--- src/rtl/lcr_pkg.sv ---
// lcr_pkg: register map, field positions and reset values of the control register slave
// assumes: 32-bit register port, byte addresses, one word per register
package lcr_pkg;
	localparam int unsigned ADDR_W = 12;
	localparam int unsigned DATA_W = 32;
	typedef logic [ADDR_W-1:0] lcr_addr_t;
	typedef logic [DATA_W-1:0] lcr_data_t;
	// block-level control and interrupt window, 0x000 to 0x00c
	localparam lcr_addr_t OFS_CTRL     = 12'h000;
	localparam lcr_addr_t OFS_GIE      = 12'h004;
	localparam lcr_addr_t OFS_IER      = 12'h008;
	localparam lcr_addr_t OFS_ISR      = 12'h00c;
	localparam lcr_addr_t CTRL_TOP     = 12'h00c;
	// argument registers
	localparam lcr_addr_t OFS_ARG_A    = 12'h010;
	localparam lcr_addr_t OFS_ARG_B    = 12'h018;
	localparam lcr_addr_t OFS_ARG_BVLD = 12'h01c;
	localparam lcr_addr_t OFS_ARG_BACK = 12'h020;
	localparam lcr_addr_t OFS_ARG_C    = 12'h400;
	// control word fields
	localparam int unsigned CTRL_START = 0;
	localparam int unsigned CTRL_DONE  = 1;
	localparam int unsigned CTRL_IDLE  = 2;
	localparam int unsigned CTRL_READY = 3;
	// interrupt fields: completion and input accept
	localparam int unsigned IRQ_W      = 2;
	localparam int unsigned IRQ_DONE   = 0;
	localparam int unsigned IRQ_READY  = 1;
	localparam lcr_data_t   RST_WORD   = 32'h0000_0000;
	typedef enum logic [1:0] {
		LCR_IDLE = 2'b00,
		LCR_WAIT = 2'b01,
		LCR_RUN  = 2'b11
	} lcr_state_t;
endpackage

--- src/rtl/lcr_flag.sv ---
// lcr_flag: sticky flag, hardware set wins over software clear
// assumes: set and clear are one-cycle pulses on clk_sys_i
`timescale 1ns/1ps
module lcr_flag (
	// clock and reset
	input  wire logic clk_sys_i,
	input  wire logic rst_i,
	// control
	input  wire logic set_i,
	input  wire logic clr_i,
	output logic      flag_o
);
	always_ff @(posedge clk_sys_i or posedge rst_i) begin
		if (rst_i) begin
			flag_o <= 1'b0;
		end else if (set_i) begin
			flag_o <= 1'b1;
		end else if (clr_i) begin
			flag_o <= 1'b0;
		end
	end
endmodule

--- src/rtl/lcr_slave.sv ---
// lcr_slave: register slave for block control, arguments and interrupt
// assumes: one clock, register port with read data one cycle after the read strobe,
// the kernel logic sits outside and handshakes through the core port group
// Contract
// - grouped arguments share one register port
// - ungrouped arguments land in one default port
// - handshake argument gets data, ack, valid
// - consuming argument clears its valid register
// - invalid data stalls until valid set
// - argument registers clear only on reset
// - explicit offset places argument there
// - 0x000 to 0x00c kept for control
// - function return gives programmable interrupt
// - interrupt on completion and input accept
// - arrays only as memory style ports
// - constant arguments never mapped here
// - separate port reset is active low; this slave has no separate port reset, only the shared active-high rst_i
`timescale 1ns/1ps
module lcr_slave
	import lcr_pkg::*;
#(
	parameter int unsigned ARG_W = 32
) (
	// clock and reset
	input  wire logic              clk_sys_i,
	input  wire logic              rst_i,
	// register port
	input  wire lcr_pkg::lcr_addr_t reg_addr_i,
	input  wire lcr_pkg::lcr_data_t reg_wdata_i,
	input  wire logic              reg_wr_i,
	input  wire logic              reg_rd_i,
	output lcr_pkg::lcr_data_t     reg_rdata_o,
	output logic                   reg_err_o,
	// kernel core handshake, same clock
	output logic                   core_start_o,
	input  wire logic              core_done_i,
	input  wire logic              core_ready_i,
	input  wire logic              core_idle_i,
	input  wire logic              core_b_rd_i,
	output logic [ARG_W-1:0]       arg_a_o,
	output logic [ARG_W-1:0]       arg_b_o,
	output logic                   arg_b_vld_o,
	input  wire logic [ARG_W-1:0]  arg_c_i,
	input  wire logic              arg_c_vld_i,
	// pin-level stall for the kernel, asynchronous source
	input  wire logic              ext_hold_i,
	output logic                   stall_o,
	// interrupt
	output logic                   irq_o
);
	localparam lcr_data_t ZERO = RST_WORD;

	lcr_state_t state_q;
	logic       start_q;
	logic       done_seen_q;
	logic       gie_q;
	logic [IRQ_W-1:0] ier_q;
	logic [IRQ_W-1:0] isr;
	logic [IRQ_W-1:0] isr_clr;
	logic [ARG_W-1:0] a_q;
	logic [ARG_W-1:0] b_q;
	logic       b_vld_q;
	logic       b_ack_q;
	logic [ARG_W-1:0] c_q;
	logic       hold_s;
	logic       wr_ctrl;
	logic       wr_gie;
	logic       wr_ier;
	logic       wr_isr;
	logic       wr_a;
	logic       wr_b;
	logic       wr_bvld;
	logic       hit;
	logic       b_vld_nx;
	lcr_data_t  rd_d;

	// all arguments of this bundle decode inside one address space
	assign wr_ctrl = reg_wr_i && (reg_addr_i == OFS_CTRL);
	assign wr_gie  = reg_wr_i && (reg_addr_i == OFS_GIE);
	assign wr_ier  = reg_wr_i && (reg_addr_i == OFS_IER);
	assign wr_isr  = reg_wr_i && (reg_addr_i == OFS_ISR);
	assign wr_a    = reg_wr_i && (reg_addr_i == OFS_ARG_A);
	assign wr_b    = reg_wr_i && (reg_addr_i == OFS_ARG_B);
	assign wr_bvld = reg_wr_i && (reg_addr_i == OFS_ARG_BVLD);
	// valid after this edge's consume, ignoring a software set, so stall, start and valid agree
	assign b_vld_nx = b_vld_q && !core_b_rd_i;

	lcr_sync u_hold_sync (
		.clk_sys_i(clk_sys_i),
		.rst_i    (rst_i),
		.d_i      (ext_hold_i),
		.q_o      (hold_s)
	);

	// start: software sets, cleared once the core accepts input
	always_ff @(posedge clk_sys_i or posedge rst_i) begin
		if (rst_i) begin
			start_q <= 1'b0;
		end else if (wr_ctrl && reg_wdata_i[CTRL_START]) begin
			start_q <= 1'b1;
		end else if (core_ready_i) begin
			start_q <= 1'b0;
		end
	end

	// done is clear-on-read; a fresh done in the read cycle survives
	always_ff @(posedge clk_sys_i or posedge rst_i) begin
		if (rst_i) begin
			done_seen_q <= 1'b0;
		end else if (core_done_i) begin
			done_seen_q <= 1'b1;
		end else if (reg_rd_i && (reg_addr_i == OFS_CTRL)) begin
			done_seen_q <= 1'b0;
		end
	end

	// run state: waiting on the valid register holds the core back
	always_ff @(posedge clk_sys_i or posedge rst_i) begin
		if (rst_i) begin
			state_q <= LCR_IDLE;
		end else begin
			case (state_q)
				LCR_IDLE: begin
					if (start_q) begin
						state_q <= b_vld_q ? LCR_RUN : LCR_WAIT;
					end
				end
				LCR_WAIT: begin
					if (b_vld_q) begin
						state_q <= LCR_RUN;
					end
				end
				LCR_RUN: begin
					if (core_done_i) begin
						state_q <= LCR_IDLE;
					end
				end
				default: state_q <= LCR_IDLE;
			endcase
		end
	end

	always_ff @(posedge clk_sys_i or posedge rst_i) begin
		if (rst_i) begin
			stall_o <= 1'b1;
		end else begin
			stall_o <= (state_q == LCR_WAIT) || !b_vld_nx || hold_s;
		end
	end

	always_ff @(posedge clk_sys_i or posedge rst_i) begin
		if (rst_i) begin
			core_start_o <= 1'b0;
		end else begin
			core_start_o <= start_q && b_vld_nx;
		end
	end

	// argument registers: reset to zero only, no other default
	always_ff @(posedge clk_sys_i or posedge rst_i) begin
		if (rst_i) begin
			a_q <= '0;
		end else if (wr_a) begin
			a_q <= reg_wdata_i[ARG_W-1:0];
		end
	end

	always_ff @(posedge clk_sys_i or posedge rst_i) begin
		if (rst_i) begin
			b_q <= '0;
		end else if (wr_b) begin
			b_q <= reg_wdata_i[ARG_W-1:0];
		end
	end

	// consume beats software set: valid clears whenever the core reads b while valid is set
	always_ff @(posedge clk_sys_i or posedge rst_i) begin
		if (rst_i) begin
			b_vld_q <= 1'b0;
		end else if (core_b_rd_i && b_vld_q) begin
			b_vld_q <= 1'b0;
		end else if (wr_bvld && reg_wdata_i[0]) begin
			b_vld_q <= 1'b1;
		end
	end

	// acknowledge: set on consumption, cleared when read back
	always_ff @(posedge clk_sys_i or posedge rst_i) begin
		if (rst_i) begin
			b_ack_q <= 1'b0;
		end else if (core_b_rd_i && b_vld_q) begin
			b_ack_q <= 1'b1;
		end else if (reg_rd_i && (reg_addr_i == OFS_ARG_BACK)) begin
			b_ack_q <= 1'b0;
		end
	end

	// c sits at its fixed offset, captured from the core
	always_ff @(posedge clk_sys_i or posedge rst_i) begin
		if (rst_i) begin
			c_q <= '0;
		end else if (arg_c_vld_i) begin
			c_q <= arg_c_i;
		end
	end

	always_ff @(posedge clk_sys_i or posedge rst_i) begin
		if (rst_i) begin
			arg_a_o     <= '0;
			arg_b_o     <= '0;
			arg_b_vld_o <= 1'b0;
		end else begin
			arg_a_o     <= a_q;
			arg_b_o     <= b_q;
			arg_b_vld_o <= b_vld_nx;
		end
	end

	// interrupt enables and global enable
	always_ff @(posedge clk_sys_i or posedge rst_i) begin
		if (rst_i) begin
			gie_q <= 1'b0;
			ier_q <= '0;
		end else begin
			if (wr_gie) begin
				gie_q <= reg_wdata_i[0];
			end
			if (wr_ier) begin
				ier_q <= reg_wdata_i[IRQ_W-1:0];
			end
		end
	end

	assign isr_clr = wr_isr ? reg_wdata_i[IRQ_W-1:0] : '0;

	lcr_flag u_isr_done (
		.clk_sys_i(clk_sys_i),
		.rst_i    (rst_i),
		.set_i    (core_done_i),
		.clr_i    (isr_clr[IRQ_DONE]),
		.flag_o   (isr[IRQ_DONE])
	);

	lcr_flag u_isr_ready (
		.clk_sys_i(clk_sys_i),
		.rst_i    (rst_i),
		.set_i    (core_ready_i),
		.clr_i    (isr_clr[IRQ_READY]),
		.flag_o   (isr[IRQ_READY])
	);

	// registered so the level never glitches on the enable write
	always_ff @(posedge clk_sys_i or posedge rst_i) begin
		if (rst_i) begin
			irq_o <= 1'b0;
		end else begin
			irq_o <= gie_q && |(isr & ier_q);
		end
	end

	// read mux; no memory-style or constant argument is decoded here
	always_comb begin
		rd_d = ZERO;
		hit  = 1'b1;
		case (reg_addr_i)
			OFS_CTRL: begin
				rd_d[CTRL_START] = start_q;
				rd_d[CTRL_DONE]  = done_seen_q;
				rd_d[CTRL_IDLE]  = core_idle_i;
				rd_d[CTRL_READY] = core_ready_i;
			end
			OFS_GIE:      rd_d[0] = gie_q;
			OFS_IER:      rd_d[IRQ_W-1:0] = ier_q;
			OFS_ISR:      rd_d[IRQ_W-1:0] = isr;
			OFS_ARG_A:    rd_d[ARG_W-1:0] = a_q;
			OFS_ARG_B:    rd_d[ARG_W-1:0] = b_q;
			OFS_ARG_BVLD: rd_d[0] = b_vld_q;
			OFS_ARG_BACK: rd_d[0] = b_ack_q;
			OFS_ARG_C:    rd_d[ARG_W-1:0] = c_q;
			default:      hit = 1'b0;
		endcase
	end

	// unmapped addresses read zero and raise the error flag for one cycle
	always_ff @(posedge clk_sys_i or posedge rst_i) begin
		if (rst_i) begin
			reg_rdata_o <= ZERO;
			reg_err_o   <= 1'b0;
		end else begin
			reg_rdata_o <= reg_rd_i ? rd_d : ZERO;
			reg_err_o   <= (reg_rd_i || reg_wr_i) && !hit;
		end
	end
endmodule

--- src/rtl/lcr_sync.sv ---
// lcr_sync: two-stage synchroniser for a level from outside the clock domain
// assumes: destination clock clk_sys_i, asynchronous active-high reset
`timescale 1ns/1ps
module lcr_sync (
	// clock and reset
	input  wire logic clk_sys_i,
	input  wire logic rst_i,
	// level
	input  wire logic d_i,
	output logic      q_o
);
	logic meta_q;
	always_ff @(posedge clk_sys_i or posedge rst_i) begin
		if (rst_i) begin
			meta_q <= 1'b0;
			q_o    <= 1'b0;
		end else begin
			meta_q <= d_i;
			q_o    <= meta_q;
		end
	end
endmodule

--- config.mk ---
export PLATFORM = sky130hd
export DESIGN_NAME = lcr_slave
export DESIGN_NICKNAME = d
export VERILOG_FILES = /design/src/rtl/lcr_pkg.sv /design/src/rtl/lcr_flag.sv /design/src/rtl/lcr_slave.sv /design/src/rtl/lcr_sync.sv
export SDC_FILE = /design/constraint.sdc
export NUM_CORES = 1
export LEC_CHECK = 0
export ABC_AREA = 0
export BUFFER_PORTS_ARGS = -buffer_cell sky130_fd_sc_hd__buf_2
export CORE_ASPECT_RATIO = 0.6
export CORE_MARGIN = 4
export CORE_UTILIZATION = 40
export CTS_CLUSTER_SIZE = 8
export DETAILED_ROUTE_END_ITERATION = 8
export PLACE_DENSITY = 0.61
export SLEW_MARGIN = 30
export SYNTH_ARGS = -nofsm -noshare
export SYNTH_HDL_FRONTEND = slang
export SYNTH_HIERARCHICAL = 1
export SYNTH_SLANG_ARGS = --single-unit
--- constraint.sdc ---
create_clock -name clk_sys_i -period 8.5 [get_ports clk_sys_i]
set_input_delay 0.85 -clock clk_sys_i [delete_from_list [all_inputs] [get_ports clk_sys_i]]
set_output_delay 0.85 -clock clk_sys_i [all_outputs]
set_load 0.05 [all_outputs]
==> flow_metrics.py, run 1 <==
metrics = {
    "die": {
        "coreArea_sq_um": 19030,
        "ios": 187,
        "initial_utilization": 0.4083,
        "die_width_microns": 187.9,
        "row_count": 39,
        "fp.dieArea_sq_um": 21790,
        "die_h_microns": 116.0,
    },
    "route": {
        "totalWireLength_microns": 18930,
        "drc_errors": 0,
        "detail-route-antenna-nets": 0,
        "first_iter_violations": 315,
        "viasPerCell": 5.165,
        "first_pass_iters": 4,
        "detailroute.via_count": 5015,
        "post_drt_wl_per_cell_microns": 19.50,
    },
    "worst_setup_path": {
        "crit_chain": "buf_2, or4_4, nor3_4, and3_2, mux2_1",
        "critical_path_required_ns": 8.90,
        "critPathArrivalTime_ns": 2.97,
        "critPathKind": "input pin to flop",
        "slowest_stage": "and3_2",
        "critical_path.max_fanout": 32,
        "cpPeakStageDelay_ns": 0.82,
        "cp-start-kind": "input pin",
        "cp-end-kind": "flop",
    },
    "cts": {
        "htree_levels": 1,
        "clockBufferDepth": 3,
        "cts_sinks": 210,
        "postCtsResizedCells": 0,
        "numCtsBuffers": 30,
        "postCtsSetupBuffers": 0,
        "cts_tree": "yes",
        "clkTransAtPathRegs_ns": 0.05,
        "postCtsHoldBufs": 0,
        "clk_latency_ns": 0.53,
        "cts-root-buf": "clkbuf_16",
    },
    "global_routing": {
        "overflow": 0,
        "grt_use_total": 0.1737,
        "antenna_found_initial": 4,
        "grt_pass1_wl_microns": 29840,
        "grt_max_degree": 127,
        "grt_pass1_vias": 5328,
    },
    "placement": {
        "place.gp.congestion": 0.8904,
        "post-place-cells": 927,
        "place_ws_ns": 5.139,
        "io_buffers": 186,
        "placed_cell_area_sq_um": 8916,
        "place.detailed.hpwl_microns": 12460,
    },
    "job": {
        "timing.max_cap.violations": 0,
    },
    "pwr": {
        "total_power_mw": 2.161,
        "p_leak_nw": 5.096,
        "power_density_nw_per_um2": 221.2,
        "vdd_ir_drop_max_uv": 155.1,
    },
    "synthesis": {
        "synthAdderAreaFrac": 0,
        "ys_warn_count": 6,
        "syn_inst": 517,
        "synth_edf_count": 0,
        "synthFlopType": "dfrtp_1",
        "synth_xor_area_frac": 0,
        "ys_seq_elements": 210,
        "synth.distinct_cells": 42,
        "syn_area_sq_um": 7770,
        "syn_nets": 603,
        "synth_top_family_by_area": "multiplexers",
        "yosysSeqAreaShare": 0.6765,
        "ys_async_sr_fraction": 1.000,
        "synthMuxAreaShare": 0.1965,
        "avgSynthCellArea_sq_um": 15.03,
        "yosys.area_share.simple": 0.05395,
        "synth_compound_gate_area_share": 0.04895,
    },
    "sta": {
        "post-route-period-util": 0.3032,
        "max_freq_ghz": 0.3881,
        "layout_setup_ws_ns": 5.923,
        "max_slew_margin": 0.3788,
        "hold_violations": 0,
        "drv_slew": 0,
        "whs_ns": 0.2353,
        "grt_setup_unrepaired": "no",
        "skew_ns": 0.008114,
        "finalSetupViolCount": 0,
        "fin_crit_ns": 2.577,
        "worst_slew_pin_slew_ns": 0.9319,
        "finalSetupTns_ns": 0,
    },
    "hold_path": {
        "hold_class": "input pin to asynchronous set/reset pin",
    },
    "layout": {
        "antenna_cells": 0,
        "regArea_sq_um": 5256,
        "design_area_sq_um": 9772,
        "final_cells": 971,
        "fill_cells": 1660,
        "utilization": 0.5135,
        "multi_input_area_sq_um": 2346,
        "final_net_count": 800,
        "syn_to_final_growth_pct": 25.76,
        "drive_above_1_share": 0.4552,
    },
    "status": {
        "status": "finished, final reports clean",
    },
}
flip-flops by register name, indices dropped and copies added (netlist names), 2 cells and up:
signal	flops
a_q	32
arg_a_o	32
arg_b_o	32
b_q	32
c_q	32
ier_q	2
reg_rdata_o	32
state_q	2
cell type report:
class	count	area share
clock buffers	41	0.08105
clock inverters	2	0.002561
inverters	10	0.004609
multi-input cells	270	0.2401
flip-flops and latches	210	0.5379
well taps	246	0.03150
repair buffers	192	0.1023
placed cells by master, fill, tap and decap left out, types with 2 or more instances in the layout:
| master | n |
|---|---|
| clkbuf_16 | 30 |
| dfrtp_1 | 209 |
| buf_4 | 4 |
| a22o_1 | 2 |
| o21ai_0 | 2 |
| a21oi_1 | 4 |
| and3_1 | 2 |
| a22oi_1 | 31 |
| nor4_1 | 4 |
| nand3_1 | 6 |
| nand3b_1 | 3 |
| nand2_1 | 3 |
| clkbuf_1 | 11 |
| nor2_1 | 43 |
| nand4_1 | 4 |
| mux2i_1 | 4 |
| nor2b_1 | 3 |
| nand2b_1 | 2 |
| buf_2 | 186 |
| mux2_1 | 33 |
| inv_1 | 9 |
| nor3_1 | 5 |
| mux2_2 | 97 |
| a2bb2oi_1 | 2 |
| a21o_1 | 3 |
metal layers:
layer,global-route usage,up-vias,routed length [microns]
met5,0,-,46
li1,-,2229,-
met2,0.2451,194,7724
met4,0.03763,8,295
met3,0.06863,34,1845
met1,0.2548,2550,9022
final timing paths:
| kind | startpoint | end | slack [ns] | cells after the start |
|---|---|---|---|---|
| setup / recovery | reg_addr_i[9] | b_q[6]$_DFFE_PP0P_ | 5.92 | 5 |
| hold / removal | rst_i | u_isr_done/flag_o$_DFFE_PP0P_ | 0.24 | 2 |
| setup reg to reg | u_isr_done/flag_o$_DFFE_PP0P_ | reg_rdata_o[0]$_DFF_PP0_ | 7.01 | 4 |
| hold reg to reg | u_hold_sync/meta_q$_DFF_PP0_ | u_hold_sync/q_o$_DFF_PP0_ | 0.35 | 0 |
| max in group asynchronous | rst_i | b_q[23]$_DFFE_PP0P_ | 6.76 | 4 |
| min in group clk_sys_i | u_hold_sync/meta_q$_DFF_PP0_ | u_hold_sync/q_o$_DFF_PP0_ | 0.35 | 0 |
cell families (layout without fill, tap and decap cells):
| family | Yosys count | in the layout |
|---|---|---|
| AO/OA/AOI/OAI | 51 | 51 |
| buffers and inverters | 37 | 245 |
| flip-flops | 210 | 210 |
| multiplexers | 135 | 135 |
| AND/OR/NAND/NOR | 84 | 84 |
critical path: cells and delay by family:
kind	cells	cell delay [ns]
buf+inv	1	0.11
mux	1	0.39
simple gates	3	1.59
cells in the mapped netlist (5+ instances only):
master    number  area share
nor2_1        43       0.021
buf_6          5      0.0072
mux2_1        33       0.048
mux2_2        97        0.14
buf_2          6      0.0039
inv_1         10      0.0048
clkbuf_1      11      0.0053
a22oi_1       31       0.030
nor3_1         5      0.0032
nand3_1        7      0.0045
dfrtp_1      209        0.67
power by group:
| group | internal (mW) | switching, mW |
|---|---|---|
| clock network | 0.635 | 0.398 |
| logic | 0.0392 | 0.0570 |
| registers | 1.02 | 0.0105 |
Power figures use the tool's default switching activity.
==> run 2: changes to the inputs <==
--- a/config.mk
+++ b/config.mk
@@ -5,14 +5,14 @@
 export SDC_FILE = /design/constraint.sdc
 export NUM_CORES = 1
 export LEC_CHECK = 0
-export ABC_AREA = 0
+export ABC_AREA = 1
 export BUFFER_PORTS_ARGS = -buffer_cell sky130_fd_sc_hd__buf_2
 export CORE_ASPECT_RATIO = 0.6
 export CORE_MARGIN = 4
 export CORE_UTILIZATION = 40
 export CTS_CLUSTER_SIZE = 8
 export DETAILED_ROUTE_END_ITERATION = 8
-export PLACE_DENSITY = 0.61
+export PLACE_DENSITY = 0.6
 export SLEW_MARGIN = 30
 export SYNTH_ARGS = -nofsm -noshare
 export SYNTH_HDL_FRONTEND = slang
==> constraint.sdc (replaced) <==
create_clock -name clk_sys_i -period 2.4 [get_ports clk_sys_i]
set_input_delay 0.24 -clock clk_sys_i [delete_from_list [all_inputs] [get_ports clk_sys_i]]
set_output_delay 0.24 -clock clk_sys_i [all_outputs]
set_load 0.05 [all_outputs]
==> flow_metrics.py, run 2 <==
metrics = {
    "placement": {
        "io_buffers": 186,
        "post-place-cells": 1247,
        "place.detailed.hpwl_microns": 13440,
        "place.gp.congestion": 0.8530,
        "place_ws_ns": 0.5121,
    },
    "cts": {
        "postCtsResizedCells": 0,
        "clkTransAtPathRegs_ns": 0.05,
        "cts_tree": "yes",
        "clk_latency_ns": 0.52,
        "htree_levels": 1,
        "cts-root-buf": "clkbuf_16",
        "clockBufferDepth": 3,
        "cts_sinks": 210,
        "numCtsBuffers": 30,
        "postCtsSetupBuffers": 0,
    },
    "worst_setup_path": {
        "ff2ff_path_depth": 6,
        "critical_path_required_ns": 2.16,
        "timing.critical_path.buf_inv": 1,
        "cpPeakStageDelay_ns": 0.51,
        "timing.rr.end": "reg_rdata_o[0]$_DFF_PP0_",
        "critPathKind": "flop to output pin",
        "cp-start-kind": "flop",
        "crit_cells": 1,
        "crit_chain": "buf_2",
        "critical_path.max_fanout": 1,
        "r2r_setup_slack_ns": 1.40,
        "slowest_stage": "dfstp_2",
        "crit_family": "flip-flops",
        "r2r-start": "a_q[0]$_DFFE_PP0P_",
        "critPathArrivalTime_ns": 1.28,
        "cp-end-kind": "output pin",
    },
    "synthesis": {
        "synth.distinct_cells": 30,
        "syn_area_sq_um": 8008,
        "synthTopCellsByArea": "dfrtp_1, inv_1, nand2_1",
        "synth_edf_count": 0,
        "syn_inst": 814,
        "synth_compound_gate_area_share": 0.1141,
        "yosysTopAreaCell": "dfrtp_1",
        "synth_top_area_frac": 0.6531,
        "synthMuxAreaShare": 0.004219,
        "avgSynthCellArea_sq_um": 9.837,
        "yosys.area_share.simple": 0.1208,
        "synthAdderAreaFrac": 0,
        "yosysSeqAreaShare": 0.6564,
        "ys_async_sr_fraction": 1.000,
        "synth_xor_area_frac": 0,
        "ys_warn_count": 6,
        "synth_top_family_by_area": "simple AND/OR/NAND/NOR gates",
        "synthFlopType": "dfrtp_1",
        "yosysMostFrequentCell": "dfrtp_1",
        "synth_common_cells": "dfrtp_1, inv_1, nand2_1, o21ai_0, nor2_1",
        "ys_seq_elements": 210,
        "syn_nets": 900,
    },
    "sta": {
        "max_freq_ghz": 0.6592,
        "skew_ns": 0.009755,
        "max_slew_margin": 0.5224,
        "worst_slew_pin_slew_ns": 0.7149,
        "whs_ns": 0.03408,
        "hold_violations": 0,
        "layout_setup_ws_ns": 0.8831,
        "post-route-period-util": 0.6320,
        "grt_setup_unrepaired": "no",
        "drv_slew": 0,
        "finalSetupTns_ns": 0,
        "fin_crit_ns": 1.517,
        "finalSetupViolCount": 0,
    },
    "pwr": {
        "vdd_ir_drop_max_uv": 474.2,
        "total_power_mw": 7.767,
        "power_density_nw_per_um2": 722.5,
        "p_leak_nw": 5.785,
    },
    "route": {
        "detail-route-antenna-nets": 0,
        "detailroute.via_count": 6082,
        "totalWireLength_microns": 20440,
        "first_iter_violations": 352,
        "viasPerCell": 4.479,
        "first_pass_iters": 7,
        "drc_errors": 0,
        "post_drt_wl_per_cell_microns": 15.05,
    },
    "layout": {
        "final_net_count": 1166,
        "final_cells": 1358,
        "syn_to_final_growth_pct": 34.23,
        "final_cell_mix": "dfrtp_1, buf_2, inv_1",
        "drive_above_1_share": 0.2427,
        "antenna_cells": 0,
        "final_common_cell": "dfrtp_1",
    },
    "job": {
        "timing.max_cap.violations": 0,
    },
    "hold_path": {
        "whs_path_depth": 3,
        "hold_class": "input pin to flop",
        "min_to": "a_q[25]$_DFFE_PP0P_",
        "min_from": "reg_wdata_i[25]",
    },
    "global_routing": {
        "grt_max_degree": 65,
        "overflow": 0,
        "grt_pass1_wl_microns": 32990,
        "antenna_found_initial": 0,
        "grt_pass1_vias": 6142,
        "grt_use_total": 0.1828,
    },
    "status": {
        "status": "finished, final reports clean",
    },
    "die": {
        "initial_utilization": 0.4144,
        "die_width_microns": 190.7,
        "die_h_microns": 117.6,
        "fp.dieArea_sq_um": 22420,
        "ios": 187,
        "row_count": 39,
        "coreArea_sq_um": 19320,
    },
}
==> run 2: cell types whose count changed after synthesis, moves of 33 or more <==
cell	delta
o21ai_0	+69
mux2_1	-33
inv_1	+165
o21ai_1	+47
mux2_2	-94
nand2_1	+134
==> run 2: what timing repair did <==
action                                  4_1_cts  5_1_grt
endpoints found under the setup margin        0        0
hold buffers                                 67        0
endpoints found under the hold margin       119        0
==> run 2: cell type report <==
class / instances / area, sq um
inverter: 178 / 671.9
multi-input combinational: 393 / 1914
fill: 1775 / 8574
clock inverter: 1 / 8.758
clock buffer: 43 / 820.8
timing repair buffer: 267 / 1744
tap: 266 / 332.8
sequential: 210 / 5256
==> run 2: metrics by stage <==
step                instance area (sq um)  utilization
global route                        10750       0.5563
CTS                                 10750       0.5563
finish                              10750       0.5563
global placement                     9249       0.4786
floorplan                            8011            -
detailed placement                   9249       0.4786
==> run 2: worst max-delay path by stage <==
stage	end	from	slack (ns)
after detailed placement	reg_rdata_o[31]$_DFF_PP0_	reg_addr_i[7]	0.51
final	stall_o	stall_o$_DFF_PP1_	0.88
after CTS	stall_o	stall_o$_DFF_PP1_	0.85
after global routing	stall_o	stall_o$_DFF_PP1_	0.84
after floorplan	a_q[0]$_DFFE_PP0P_	rst_i	-0.51
after global placement	reg_rdata_o[5]$_DFF_PP0_	reg_addr_i[7]	0.56
==> run 2: worst register-to-register path, stage by stage, from the launching register on <==
cell	delay, ns
dfrtp_1	0.38
inv_1	0.06
nor2_1	0.25
nor2_1	0.07
nand3_1	0.08
nand2_1	0.05
inv_1	0.06
==> run 2: cells by family (layout without fill, tap and decap cells) <==
| logic type | Yosys count | count (layout) |
|---|---|---|
| and+or+nand+nor | 225 | 225 |
| buffers and inverters | 211 | 489 |
| DFF | 210 | 210 |
| AOI/OAI and AO/OA | 165 | 165 |
| muxes | 3 | 3 |
==> run 2: per-layer routing <==
| metal | share of wire | vias to the layer above | GRT usage |
|---|---|---|---|
| met1 | 0.50 | 2828 | 0.2852 |
| met3 | 0.076 | 23 | 0.04475 |
| met2 | 0.41 | 189 | 0.2595 |
| li1 | - | 3042 | - |
| met4 | 0.016 | 0 | 0.03632 |
| met5 | 0 | - | 0 |
==> run 2: report_power, final <==
part | internal (mW) | leakage [nW] | total (mW) | switching, mW
clock network | 2.31 | 0.400 | 3.71 | 1.39
registers | 3.61 | 2.84 | 3.64 | 0.0226
logic | 0.180 | 2.54 | 0.424 | 0.243
